===== config.mk =====
export PLATFORM = sky130hd
export DESIGN_NAME = bbce_exec
export DESIGN_NICKNAME = d
export VERILOG_FILES = /design/src/logic/bbce_pkg.sv /design/src/logic/bbce_exec.sv
export SDC_FILE = /design/constraint.sdc
export NUM_CORES = 1
export LEC_CHECK = 0
export ABC_AREA = 1
export ABC_CLOCK_PERIOD_IN_PS = 2320
export BUFFER_PORTS_ARGS = -buffer_cell sky130_fd_sc_hd__buf_2
export CORE_MARGIN = 5
export CORE_UTILIZATION = 57
export DETAILED_ROUTE_END_ITERATION = 8
export GPL_TIMING_DRIVEN = 0
export PLACE_DENSITY_LB_ADDON = 0.05
export SLEW_MARGIN = 0
export SYNTH_ARGS = -nofsm -noshare
export SYNTH_HDL_FRONTEND = slang
export SYNTH_SLANG_ARGS = --single-unit

===== constraint.sdc =====
create_clock -name mclk_i -period 2.32 [get_ports mclk_i]
set_input_delay 0.58 -clock mclk_i [delete_from_list [all_inputs] [get_ports mclk_i]]
set_output_delay 0.58 -clock mclk_i [all_outputs]
set_load 0.01 [all_outputs]

===== src/logic/bbce_pkg.sv =====
// Constants for the branch, invoke, bit-flip and compare execute block
package bbce_pkg;
   // ------------------------------------------------------------
   // Opcode fields
   // ------------------------------------------------------------
   localparam logic [7:0] OP_BRANCH_ON_ZERO_SET = 8'hE0;
   localparam logic [6:0] OP_INVOKE_FIRST = 7'h76;
   localparam logic [3:0] OP_INVOKE_SECOND = 4'hF;
   localparam logic [3:0] OP_BIT_FLIP = 4'h7;
   localparam logic [15:0] OP_WATCHDOG_SERVICE = 16'h0004;
   localparam logic [5:0] OP_INVERT_FILE_BYTE = 6'h07;
   localparam logic [6:0] OP_COMPARE_EQUAL_SKIP = 7'h31;
   // ------------------------------------------------------------
   // Addressing
   // ------------------------------------------------------------
   localparam logic [7:0] INDEX_MAX = 8'h5F;
   localparam logic [7:0] ACCESS_SPLIT = 8'h60;
   localparam logic [3:0] ACCESS_LOW_BANK = 4'h0;
   localparam logic [3:0] ACCESS_HIGH_BANK = 4'hF;
   // ------------------------------------------------------------
   // Reset values and steps
   // ------------------------------------------------------------
   localparam logic [20:0] PC_RESET = 21'h000000;
   localparam logic [20:0] PC_STEP = 21'h000002;
   localparam logic [7:0] BYTE_RESET = 8'h00;
   localparam logic [11:0] ADDR_RESET = 12'h000;
   localparam logic [15:0] WORD_RESET = 16'h0000;
   localparam logic [7:0] BYTE_ONES = 8'hFF;
   localparam logic [7:0] BIT_ONE = 8'h01;

   typedef enum logic [2:0] {
      ST_FETCH,
      ST_EXEC,
      ST_INVOKE2,
      ST_NOP,
      ST_DROP
   } bbce_state_t;
endpackage


===== src/logic/bbce_exec.sv =====
// Decode and execute core for branch, invoke, bit-flip, watchdog, invert and compare
`timescale 1ns/100ps
// Contract
// - Zero-set branch jumps only when zero flag is one; two cycles not taken, three taken.
// - Taken branch target is incremented PC plus twice signed offset.
// - Invoke uses two words; twenty literal bits load PC bits 20 to 1.
// - Invert produces complement of register, updates negative and zero flags.
// - Invert destination bit set sends result to W, clear writes register.
// - Access bit zero selects the access bank, not the bank pointer.
// - Access bit one takes the bank number from the bank pointer.
// - Extended mode, access zero, address up to 95 uses indexed offset.
// - Compare-equal subtracts unsigned, changes no flags, stores nothing.
// - Watchdog service clears counter, sets expiry and power flags.
module bbce_exec (
   input wire logic mclk_i,
   input wire logic nrst_i,
   input wire logic [15:0] instr_i,
   input wire logic instr_valid_i,
   input wire logic ext_mode_i,
   input wire logic [3:0] bank_select_pointer_i,
   input wire logic [11:0] index_base_i,
   input wire logic [7:0] fr_rdata_i,
   output logic instr_ready_o,
   output logic [20:0] pc_o,
   output logic [11:0] fr_addr_o,
   output logic fr_we_o,
   output logic [7:0] fr_wdata_o,
   output logic [7:0] w_o,
   output logic zero_flag_o,
   output logic neg_flag_o,
   output logic watchdog_expiry_flag_o,
   output logic power_down_flag_o,
   output logic watchdog_counter_clear_o,
   output logic stack_push_o,
   output logic [20:0] stack_top_entry_o,
   output logic [7:0] accum_shadow_o,
   output logic [1:0] flags_shadow_o,
   output logic [3:0] bank_pointer_shadow_o
);
   // ------------------------------------------------------------
   // State
   // ------------------------------------------------------------
   bbce_pkg::bbce_state_t state_q, state_d;
   logic ready_q, ready_d;
   logic [15:0] ir_q, ir_d;
   logic [20:0] pc_q, pc_d;
   logic [11:0] addr_q, addr_d;
   logic we_q, we_d;
   logic [7:0] wdata_q, wdata_d;
   logic [7:0] w_q, w_d;
   logic z_q, z_d, n_q, n_d, to_q, to_d, pd_q, pd_d;
   logic wdc_q, wdc_d;
   logic push_q, push_d;
   logic [20:0] tos_q, tos_d;
   logic [7:0] klo_q, klo_d;
   logic [7:0] ws_q, ws_d;
   logic [1:0] fs_q, fs_d;
   logic [3:0] bs_q, bs_d;
   logic accept;
   logic [11:0] eff_addr;
   logic [20:0] bz_target;
   logic [20:0] call_target;
   logic [7:0] bit_mask;
   logic [7:0] inv_res;
   logic is_bz, is_wds, is_inv, is_flip, is_cmp;
   // ------------------------------------------------------------
   // Decode helpers
   // ------------------------------------------------------------
   assign accept = instr_valid_i & ready_q;
   assign is_bz = ir_q[15:8] == bbce_pkg::OP_BRANCH_ON_ZERO_SET;
   assign is_wds = ir_q == bbce_pkg::OP_WATCHDOG_SERVICE;
   assign is_inv = ir_q[15:10] == bbce_pkg::OP_INVERT_FILE_BYTE;
   assign is_flip = ir_q[15:12] == bbce_pkg::OP_BIT_FLIP;
   assign is_cmp = ir_q[15:9] == bbce_pkg::OP_COMPARE_EQUAL_SKIP;
   assign bz_target = pc_q + {{12{ir_q[7]}}, ir_q[7:0], 1'b0};
   assign call_target = {instr_i[11:0], klo_q, 1'b0};
   assign bit_mask = bbce_pkg::BIT_ONE << ir_q[11:9];
   assign inv_res = ~fr_rdata_i;
   always_comb begin
      eff_addr = {bank_select_pointer_i, instr_i[7:0]};
      if (!instr_i[8]) begin
         if (ext_mode_i && instr_i[7:0] <= bbce_pkg::INDEX_MAX) begin
            eff_addr = index_base_i + {4'h0, instr_i[7:0]};
         end else if (instr_i[7:0] < bbce_pkg::ACCESS_SPLIT) begin
            eff_addr = {bbce_pkg::ACCESS_LOW_BANK, instr_i[7:0]};
         end else begin
            eff_addr = {bbce_pkg::ACCESS_HIGH_BANK, instr_i[7:0]};
         end
      end
   end
   // ------------------------------------------------------------
   // Next state
   // ------------------------------------------------------------
   always_comb begin
      state_d = state_q;
      ir_d = ir_q;
      pc_d = pc_q;
      addr_d = addr_q;
      we_d = 1'b0;
      wdata_d = wdata_q;
      w_d = w_q;
      z_d = z_q;
      n_d = n_q;
      to_d = to_q;
      pd_d = pd_q;
      wdc_d = 1'b0;
      push_d = 1'b0;
      tos_d = tos_q;
      klo_d = klo_q;
      ws_d = ws_q;
      fs_d = fs_q;
      bs_d = bs_q;
      case (state_q)
         bbce_pkg::ST_FETCH: begin
            if (accept) begin
               ir_d = instr_i;
               pc_d = pc_q + bbce_pkg::PC_STEP;
               addr_d = eff_addr;
               if (instr_i[15:9] == bbce_pkg::OP_INVOKE_FIRST) begin
                  klo_d = instr_i[7:0];
                  state_d = bbce_pkg::ST_INVOKE2;
               end else begin
                  state_d = bbce_pkg::ST_EXEC;
               end
            end
         end
         bbce_pkg::ST_EXEC: begin
            state_d = bbce_pkg::ST_FETCH;
            if (is_bz) begin
               if (z_q) begin
                  pc_d = bz_target;
                  state_d = bbce_pkg::ST_NOP;
               end
            end else if (is_wds) begin
               wdc_d = 1'b1;
               to_d = 1'b1;
               pd_d = 1'b1;
            end else if (is_inv) begin
               n_d = inv_res[7];
               z_d = inv_res == bbce_pkg::BYTE_RESET;
               if (ir_q[9]) begin
                  w_d = inv_res;
               end else begin
                  we_d = 1'b1;
                  wdata_d = inv_res;
               end
            end else if (is_flip) begin
               we_d = 1'b1;
               wdata_d = fr_rdata_i ^ bit_mask;
            end else if (is_cmp) begin
               if (fr_rdata_i - w_q == bbce_pkg::BYTE_RESET) begin
                  state_d = bbce_pkg::ST_DROP;
               end
            end
         end
         bbce_pkg::ST_INVOKE2: begin
            if (accept) begin
               if (instr_i[15:12] == bbce_pkg::OP_INVOKE_SECOND) begin
                  pc_d = call_target;
                  push_d = 1'b1;
                  tos_d = pc_q + bbce_pkg::PC_STEP;
                  if (ir_q[8]) begin
                     ws_d = w_q;
                     fs_d = {n_q, z_q};
                     bs_d = bank_select_pointer_i;
                  end
                  state_d = bbce_pkg::ST_NOP;
               end else begin
                  pc_d = pc_q + bbce_pkg::PC_STEP;
                  state_d = bbce_pkg::ST_FETCH;
               end
            end
         end
         bbce_pkg::ST_DROP: begin
            if (accept) begin
               pc_d = pc_q + bbce_pkg::PC_STEP;
               state_d = bbce_pkg::ST_FETCH;
            end
         end
         default: begin
            state_d = bbce_pkg::ST_FETCH;
         end
      endcase
      ready_d = (state_d == bbce_pkg::ST_FETCH) || (state_d == bbce_pkg::ST_INVOKE2) || (state_d == bbce_pkg::ST_DROP);
   end
   // ------------------------------------------------------------
   // Registers
   // ------------------------------------------------------------
   always_ff @(posedge mclk_i or negedge nrst_i) begin
      if (!nrst_i) begin
         state_q <= bbce_pkg::ST_FETCH;
         ready_q <= 1'b0;
         ir_q <= bbce_pkg::WORD_RESET;
         pc_q <= bbce_pkg::PC_RESET;
         addr_q <= bbce_pkg::ADDR_RESET;
         we_q <= 1'b0;
         wdata_q <= bbce_pkg::BYTE_RESET;
         w_q <= bbce_pkg::BYTE_RESET;
         z_q <= 1'b0;
         n_q <= 1'b0;
         to_q <= 1'b1;
         pd_q <= 1'b1;
         wdc_q <= 1'b0;
         push_q <= 1'b0;
         tos_q <= bbce_pkg::PC_RESET;
         klo_q <= bbce_pkg::BYTE_RESET;
         ws_q <= bbce_pkg::BYTE_RESET;
         fs_q <= 2'h0;
         bs_q <= 4'h0;
      end else begin
         state_q <= state_d;
         ready_q <= ready_d;
         ir_q <= ir_d;
         pc_q <= pc_d;
         addr_q <= addr_d;
         we_q <= we_d;
         wdata_q <= wdata_d;
         w_q <= w_d;
         z_q <= z_d;
         n_q <= n_d;
         to_q <= to_d;
         pd_q <= pd_d;
         wdc_q <= wdc_d;
         push_q <= push_d;
         tos_q <= tos_d;
         klo_q <= klo_d;
         ws_q <= ws_d;
         fs_q <= fs_d;
         bs_q <= bs_d;
      end
   end
   assign instr_ready_o = ready_q;
   assign pc_o = pc_q;
   assign fr_addr_o = addr_q;
   assign fr_we_o = we_q;
   assign fr_wdata_o = wdata_q;
   assign w_o = w_q;
   assign zero_flag_o = z_q;
   assign neg_flag_o = n_q;
   assign watchdog_expiry_flag_o = to_q;
   assign power_down_flag_o = pd_q;
   assign watchdog_counter_clear_o = wdc_q;
   assign stack_push_o = push_q;
   assign stack_top_entry_o = tos_q;
   assign accum_shadow_o = ws_q;
   assign flags_shadow_o = fs_q;
   assign bank_pointer_shadow_o = bs_q;
   // ------------------------------------------------------------
   // Checks
   // ------------------------------------------------------------
   logic ex;
   assign ex = state_q == bbce_pkg::ST_EXEC;
   AST_BZ_TAKEN: assert property (@(posedge mclk_i) disable iff (!nrst_i)
      ex && is_bz && z_q |=> pc_q == $past(pc_q) + {{12{$past(ir_q[7])}}, $past(ir_q[7:0]), 1'b0} &&
      state_q == bbce_pkg::ST_NOP ##1 state_q == bbce_pkg::ST_FETCH) else $error("branch taken path wrong");
   AST_BZ_NOT_TAKEN: assert property (@(posedge mclk_i) disable iff (!nrst_i)
      ex && is_bz && !z_q |=> $stable(pc_q) && state_q == bbce_pkg::ST_FETCH) else $error("branch not taken moved pc");
   AST_INVOKE: assert property (@(posedge mclk_i) disable iff (!nrst_i)
      state_q == bbce_pkg::ST_INVOKE2 && accept && instr_i[15:12] == bbce_pkg::OP_INVOKE_SECOND
      |=> pc_q == $past(call_target) && stack_push_o && stack_top_entry_o == $past(pc_q) + 21'h000002)
      else $error("invoke target or push wrong");
   AST_SHADOW: assert property (@(posedge mclk_i) disable iff (!nrst_i)
      state_q == bbce_pkg::ST_INVOKE2 && accept && ir_q[8] && instr_i[15:12] == bbce_pkg::OP_INVOKE_SECOND
      |=> accum_shadow_o == $past(w_q) && bank_pointer_shadow_o == $past(bank_select_pointer_i))
      else $error("shadow copy wrong");
   AST_INVERT: assert property (@(posedge mclk_i) disable iff (!nrst_i)
      ex && is_inv |=> z_q == ($past(fr_rdata_i) == 8'hFF) && n_q == !$past(fr_rdata_i[7]))
      else $error("invert flags wrong");
   AST_INVERT_DEST: assert property (@(posedge mclk_i) disable iff (!nrst_i)
      ex && is_inv && !ir_q[9] |=> fr_we_o && fr_wdata_o == ~$past(fr_rdata_i) && $stable(w_q))
      else $error("invert writeback wrong");
   AST_BANK_PTR: assert property (@(posedge mclk_i) disable iff (!nrst_i)
      state_q == bbce_pkg::ST_FETCH && accept && instr_i[8]
      |=> fr_addr_o[11:8] == $past(bank_select_pointer_i)) else $error("bank pointer not used");
   AST_ACCESS: assert property (@(posedge mclk_i) disable iff (!nrst_i)
      state_q == bbce_pkg::ST_FETCH && accept && !instr_i[8] && !ext_mode_i
      |=> fr_addr_o[11:8] == 4'h0 || fr_addr_o[11:8] == 4'hF) else $error("access bank not used");
   AST_INDEXED: assert property (@(posedge mclk_i) disable iff (!nrst_i)
      state_q == bbce_pkg::ST_FETCH && accept && !instr_i[8] && ext_mode_i && instr_i[7:0] <= 8'h5F
      |=> fr_addr_o == $past(index_base_i) + {4'h0, $past(instr_i[7:0])})
      else $error("indexed offset not used");
   AST_CMP_SKIP: assert property (@(posedge mclk_i) disable iff (!nrst_i)
      ex && is_cmp && fr_rdata_i == w_q |=> state_q == bbce_pkg::ST_DROP && $stable(z_q) && !fr_we_o)
      else $error("compare skip wrong");
   AST_CMP_NOFLAGS: assert property (@(posedge mclk_i) disable iff (!nrst_i)
      ex && is_cmp |=> $stable(z_q) && $stable(n_q) && $stable(w_q) && !fr_we_o) else $error("compare changed state");
   AST_WATCHDOG: assert property (@(posedge mclk_i) disable iff (!nrst_i)
      ex && is_wds |=> watchdog_counter_clear_o && to_q && pd_q ##1 !watchdog_counter_clear_o)
      else $error("watchdog service wrong");
   AST_FLIP: assert property (@(posedge mclk_i) disable iff (!nrst_i)
      ex && is_flip |=> fr_we_o && fr_wdata_o == ($past(fr_rdata_i) ^ $past(bit_mask)) && $stable(z_q))
      else $error("bit flip wrong");
   COV_BZ_TAKEN: cover property (@(posedge mclk_i) disable iff (!nrst_i) ex && is_bz && z_q);
   COV_INVOKE: cover property (@(posedge mclk_i) disable iff (!nrst_i) push_q);
   COV_SKIP: cover property (@(posedge mclk_i) disable iff (!nrst_i) state_q == bbce_pkg::ST_DROP && accept);
   COV_INV_W: cover property (@(posedge mclk_i) disable iff (!nrst_i) ex && is_inv && ir_q[9]);
endmodule


== After elaboration in Yosys (flattened, before gate mapping) ==
Index checks and enable logic that the tools add are counted.

* Bits in registers: 117
* Output and inout bits: 92
* Memories: 0
* ROM bits: 0
* Logic and storage cells: 101
* RAM bits: 0
* Bits in latches: 0
* Input bits: 44

* Reduce and logical (&&, ||, !) cells: 18
* $add $sub $neg: 4
* Shift-type cells: 1
* Multipliers: 0
* Bitwise gates (word level): 5
* Magnitude comparators: 2
* Muxes and demuxes: 37
* Equality and inequality tests: 17
* Divide/modulo/power cells: 0

{| class="wikitable"
|+ Operators with widths
! operator !! number
|-
| two-way mux 21 bit || 5
|-
| one-hot mux 21 bit (3 select lines) || 1
|-
| two-way mux 12 bit || 3
|-
| two-way mux 3 bit || 9
|-
| two-way mux 8 bit || 3
|-
| adder 21 x 2 -> 21 bit (second input constant) || 1
|-
| adder 21 bit || 1
|-
| equality test 16 x 3 -> 1 bit (second input constant) || 1
|-
| logical NOT 8 bit || 2
|-
| AND reduction 5 bit || 3
|-
| adder 12 x 8 -> 12 bit || 1
|-
| two-way mux 1 bit || 12
|-
| one-hot mux 3 bit (4 select lines) || 1
|-
| equality test 8 bit (second input constant) || 1
|-
| <= comparator 8 x 7 -> 1 bit (second input constant) || 1
|-
| less-than comparator 8 x 7 -> 1 bit (second input constant) || 1
|-
| inequality test 2 bit (second input constant) || 4
|-
| inverter 8 bit || 1
|-
| AND reduction 4 bit || 2
|-
| << shifter 1 x 3 -> 8 bit (first input constant) || 1
|-
| subtractor 8 bit || 1
|-
| bitwise XOR 8 bit || 1
|-
| equality test 7 x 6 -> 1 bit (second input constant) || 1
|-
| equality test 7 bit (second input constant) || 1
|-
| 18 further kinds || 26
|}

== Logic depth before layout (Yosys ltp) ==
* Depth after elaboration: 12
* Gate-level depth with buffers: 15
* Mapped depth without buffers: 15

== Least setup slack after synthesis ==
No wires, ideal clock.

* Path type: input to register
* Start point: input instr_i[0]
* End point: register addr_q[10], in the netlist fr_addr_o[10]
* Path slack: 0.308 ns
* Arrival time: 1.895 ns
* Buffers on the path: 0
* Required time: 2.204 ns
* Stages on the path: 12
* Cells stage by stage: ha_1 -> inv_1 -> fa_1 -> nand3b_1 -> nand2_1 -> nand3_1 -> nand2_1 -> nand3_1 -> nand2_1 -> o21ai_0 -> nand2_1 -> nand2_1

* Word-level cells in the longest chain between the ends: 4

{| class="wikitable"
|+ RTL lines
! what !! line !! source
|-
| start: declaration || bbce_exec.sv:17 || <nowiki>input wire logic [15:0] instr_i,</nowiki>
|-
| less-than comparator 8 x 7 -> 1 bit or <= comparator 8 x 7 -> 1 bit (tied branches) || bbce_exec.sv:84, bbce_exec.sv:82 ||
|-
| two-way mux 12 bit or logical AND 1 bit (tied branches) || bbce_exec.sv:84, bbce_exec.sv:82 ||
|-
| two-way mux 12 bit (*) || bbce_exec.sv:82 || <nowiki>if (ext_mode_i && instr_i[7:0] <= bbce_pkg::INDEX_MAX) begin</nowiki>
|-
| two-way mux 12 bit (*) || bbce_exec.sv:81 || <nowiki>if (!instr_i[8]) begin</nowiki>
|-
| end signal: assignment || bbce_exec.sv:195 || <nowiki>addr_q <= bbce_pkg::ADDR_RESET;</nowiki>
|-
| end signal: assignment || bbce_exec.sv:215 || <nowiki>addr_q <= addr_d;</nowiki>
|-
| end: declaration || bbce_exec.sv:47 || <nowiki>logic [11:0] addr_q, addr_d;</nowiki>
|}

Every way passes the cells marked *; elsewhere a longest branch is shown, timed or not.
A chain may end at the register's enable or synchronous reset.

== Final worst setup path ==
* Start point: register pc_q[1], in the netlist pc_o[1]
* End point: register pc_q[15], in the netlist pc_o[15]

* Word-level cells in the longest chain between the ends: 4

{| class="wikitable"
|+ RTL lines
! what !! line !! source
|-
| start: declaration || bbce_exec.sv:46 || <nowiki>logic [20:0] pc_q, pc_d;</nowiki>
|-
| start signal: assignment || bbce_exec.sv:194 || <nowiki>pc_q <= bbce_pkg::PC_RESET;</nowiki>
|-
| start signal: assignment || bbce_exec.sv:214 || <nowiki>pc_q <= pc_d;</nowiki>
|-
| adder 21 x 2 -> 21 bit or adder 21 bit (tied branches) || n/a ||
|-
| two-way mux 21 bit, on equally long branches || bbce_exec.sv:158, bbce_exec.sv:130 ||
|-
| two-way mux 21 bit, on equally long branches || bbce_exec.sv:157, bbce_exec.sv:129 ||
|-
| one-hot mux 21 bit (3 select lines) (*) || bbce_exec.sv:113 || <nowiki>case (state_q)</nowiki>
|}

Every way passes the cells marked *; elsewhere a longest branch is shown, timed or not. The select of a mux whose other input is x is not followed.

==> flow_metrics.py <==
metrics = {
    "sta": {
        "period_needed_ns": 2.14,
        "finalSetupViolations": 0,
        "period_share_pct": 92.1,
        "fmaxAchievable_mhz": 468,
        "fin_skew_ns": 0.00900,
        "rsz0062_at_grt": "false",
        "hold_viol": 0,
        "slew_violations": 0,
        "worst_slew_pin_slew_ns": 0.690,
        "setup_ws_ns": 0.184,
        "slew_headroom_pct": 53.9,
    },
    "clock_network": {
        "htreeDepth": 4,
        "cts_tree": "yes",
        "clock-sinks": 115,
        "path_clk_slew_ns": 0.06,
        "insertion_delay_ns": 0.41,
        "cts-root-buf": "clkbuf_16",
        "clk_path_buf_depth": 2,
        "cts_buffers": 17,
    },
    "die": {
        "start_util_pct": 58.3,
        "die-area_um2": 16000,
        "die_x_um": 127,
        "core_area_um2": 13300,
        "num_io_pins": 136,
        "die_h_um": 127,
        "rows": 42,
    },
    "detailed_routing": {
        "drt-wirelength-per-cell_um": 15.7,
        "wirelength_um": 22700,
        "drcViolationCount": 0,
        "detail_route.first_pass.iterations": 6,
        "vias": 7912,
        "drtIter0Drc": 677,
        "drtAntennaViolNets": 0,
        "vias_per_cell": 5.46,
    },
    "synth": {
        "synth_edf_count": 0,
        "yosysWarnings": 0,
        "synth_cell_types": 48,
        "ys_ff_latch": 115,
        "yosysSeqAreaShare_pct": 37.1,
        "synth_cells": 1105,
        "synth_area_per_cell_um2": 7.02,
        "synth-xor-area-share_pct": 3.16,
        "synth-simple-area-share_pct": 31.1,
        "syn_area_um2": 7750,
        "synthAdderAreaFrac_pct": 6.16,
        "synth-main-ff-cell": "dfrtp_1",
        "synth_top_family_by_area": "simple AND/OR/NAND/NOR gates",
        "async_reset_ff_share_pct": 100,
        "synth-compound-area-share_pct": 12.5,
        "synth.area.mux_share_pct": 0.726,
    },
    "placement": {
        "place_ws_ns": -0.0914,
        "detailed_place.area_um2": 8670,
        "place.gp.congestion": 0.950,
        "portBuffers": 130,
        "dpl.hpwl_um": 17300,
    },
    "pwr": {
        "pwr_density_cell_nw_per_um2": 1140,
        "leakage_nw": 5.10,
        "ir_drop_v": 0.000568,
    },
    "cells_and_area": {
        "area_delta_synth_final_pct": 20.6,
        "ff_latch_area_um2": 2880,
        "final_common_cell": "nand2_1",
        "drive_above_1_share_pct": 17.6,
        "nFillCells": 1198,
        "n_antenna_cell": 0,
        "nets": 1340,
        "multi_input_comb_area_um2": 4190,
        "post-route-cell-area_um2": 9360,
        "mostFrequentLayoutCells": "339 x nand2_1, 137 x buf_2, 133 x inv_1",
    },
    "critical_path": {
        "path_buf_inv": 2,
        "crit_cells": 13,
        "path_class": "reg -> reg",
        "end_kind": "flop",
        "slowest_delay_ns": 0.44,
        "cpLargestDelayFamily": "simple AND/OR/NAND/NOR gates",
        "crit_required_ns": 2.62,
        "crit_path_frequent_cell": "nand2_1",
        "startpoint_type": "flop",
        "path_cells": "ha_2, inv_1, fa_1, inv_1, nand3_1, nand3_2, nand2_1, nand2_1, nand2_1, nand3_1, nand2_1, a21oi_1, nor2_1",
        "r2r_cells": 13,
        "cpMaxStageDelayCell": "dfrtp_2",
        "critPathArrivalTime_ns": 2.43,
        "cp_max_fo": 6,
    },
    "hold_path": {
        "hp-class": "in -> async",
    },
    "global_route": {
        "antenna_found_initial": 1,
        "track_usage_pct": 28.1,
        "grt_pass1_vias": 7358,
        "grt_max_degree": 76,
        "grt.overflow.total": 0,
        "grt_first_pass_wirelength_um": 36200,
    },
    "run_status": {
        "status": "finished clean",
    },
    "job": {
        "max_cap_viol_count": 0,
    },
}
-- layer usage --
layer | vias to the layer above | share of wire (%) | GRT usage [%]
li1 | 3886 | - | -
met1 | 3639 | 42 | 36.7
met2 | 325 | 47 | 45.0
met3 | 60 | 8.1 | 7.02
met4 | 2 | 3.3 | 11.2
met5 | - | 0.031 | 0
-- path summary, 6_finish.rpt --
path | slack [ns] | start | to
setup / recovery | 0.18 | pc_o[1] | pc_o[15]
hold / removal | 0.07 | nrst_i | w_o[6]
setup reg to reg | 0.18 | pc_o[1] | pc_o[15]
hold reg to reg | 0.47 | stack_top_entry_o[3] | stack_top_entry_o[3]
max in group asynchronous | 1.52 | nrst_i | pc_o[1]
min in group mclk_i | 0.38 | instr_i[13] | ir_q[13]
-- registers in the layout, indices dropped and copies added, names as in the netlist --
signal and cells:
flags_shadow_o 2, watchdog_counter_clear_o 1, zero_flag_o 1, pc_o 20, w_o 8, fr_addr_o 12
state_q 3, accum_shadow_o 8, fr_we_o 1, stack_top_entry_o 20, instr_ready_o 1, klo_q 8
neg_flag_o 1, bank_pointer_shadow_o 4, ir_q 16, fr_wdata_o 8, stack_push_o 1
-- worst register-to-register path: cells and delay by family, from the launching register on --
| family | cells | cell delay [ns] |
|---|---|---|
| compound gates | 1 | 0.12 |
| flops | 1 | 0.44 |
| simple gates | 8 | 0.67 |
| fa+ha+maj | 2 | 0.59 |
| buf+inv | 2 | 0.18 |
-- synthesized netlist by cell type, drive strengths merged (3+ instances only) --
cell / count / area [um^2]
o211ai: 3 / 22.5
clkbuf: 7 / 26.3
nor3: 14 / 80.1
xnor2: 7 / 61.3
xor2: 21 / 184
nand2: 344 / 1320
buf: 18 / 130
or2: 4 / 25.0
mux2: 5 / 56.3
nand4: 13 / 81.3
o21bai: 3 / 22.5
ha: 35 / 438
nor4: 4 / 40.0
nand3: 77 / 403
nand3b: 6 / 45.0
a31oi: 3 / 18.8
a21oi: 62 / 325
inv: 142 / 533
dfrtp: 115 / 2880
clkinv: 3 / 17.5
o21ai: 101 / 513
nor2: 105 / 419
-- stage by stage --
stage	utilization (%)	hold slack, ns	total power [W]	std cells	TNS (ns)
global placement	64.9	0.454	0.00755	1413	-84.16
floorplan	-	0.284	0.00611	1107	0
CTS	70.2	0.0862	0.0106	1446	0
finish	70.4	0.0722	0.0107	1448	0
global route	70.4	0.0992	0.0115	1448	0
detailed placement	65.2	0.453	0.00762	1414	-0.668
-- area by class of cell --
type | instances | area share (%)
multi-input combinational | 822 | 44.7
sequential | 115 | 30.8
timing repair buffer | 133 | 7.48
inverter | 145 | 5.88
clock buffer | 24 | 5.26
tap | 176 | 2.35
clock inverter | 8 | 1.83
buffer | 25 | 1.67
-- power breakdown --
part	internal [W]	switching, W
clock network	0.00202	0.000935
logic	0.00168	0.00296
registers	0.00244	0.000640
total	0.00614	0.00454
-- timing repair --
item | in CTS | in global routing
gates resized for setup | 1 | 3
setup endpoints to repair | 2 | 11
gates cloned | 0 | 0
hold buffers | 0 | 0
setup buffers | 0 | 2
-- cells by family after synthesis --
| kind of cell | after synthesis |
|---|---|
| simple gates | 567 |
| compound gates | 181 |
| buf+inv | 170 |
| flops | 115 |
| fa+ha+maj | 37 |
| xor+xnor | 28 |
| mux | 5 |
| other cells | 2 |
(Power assumes the default switching activity.)
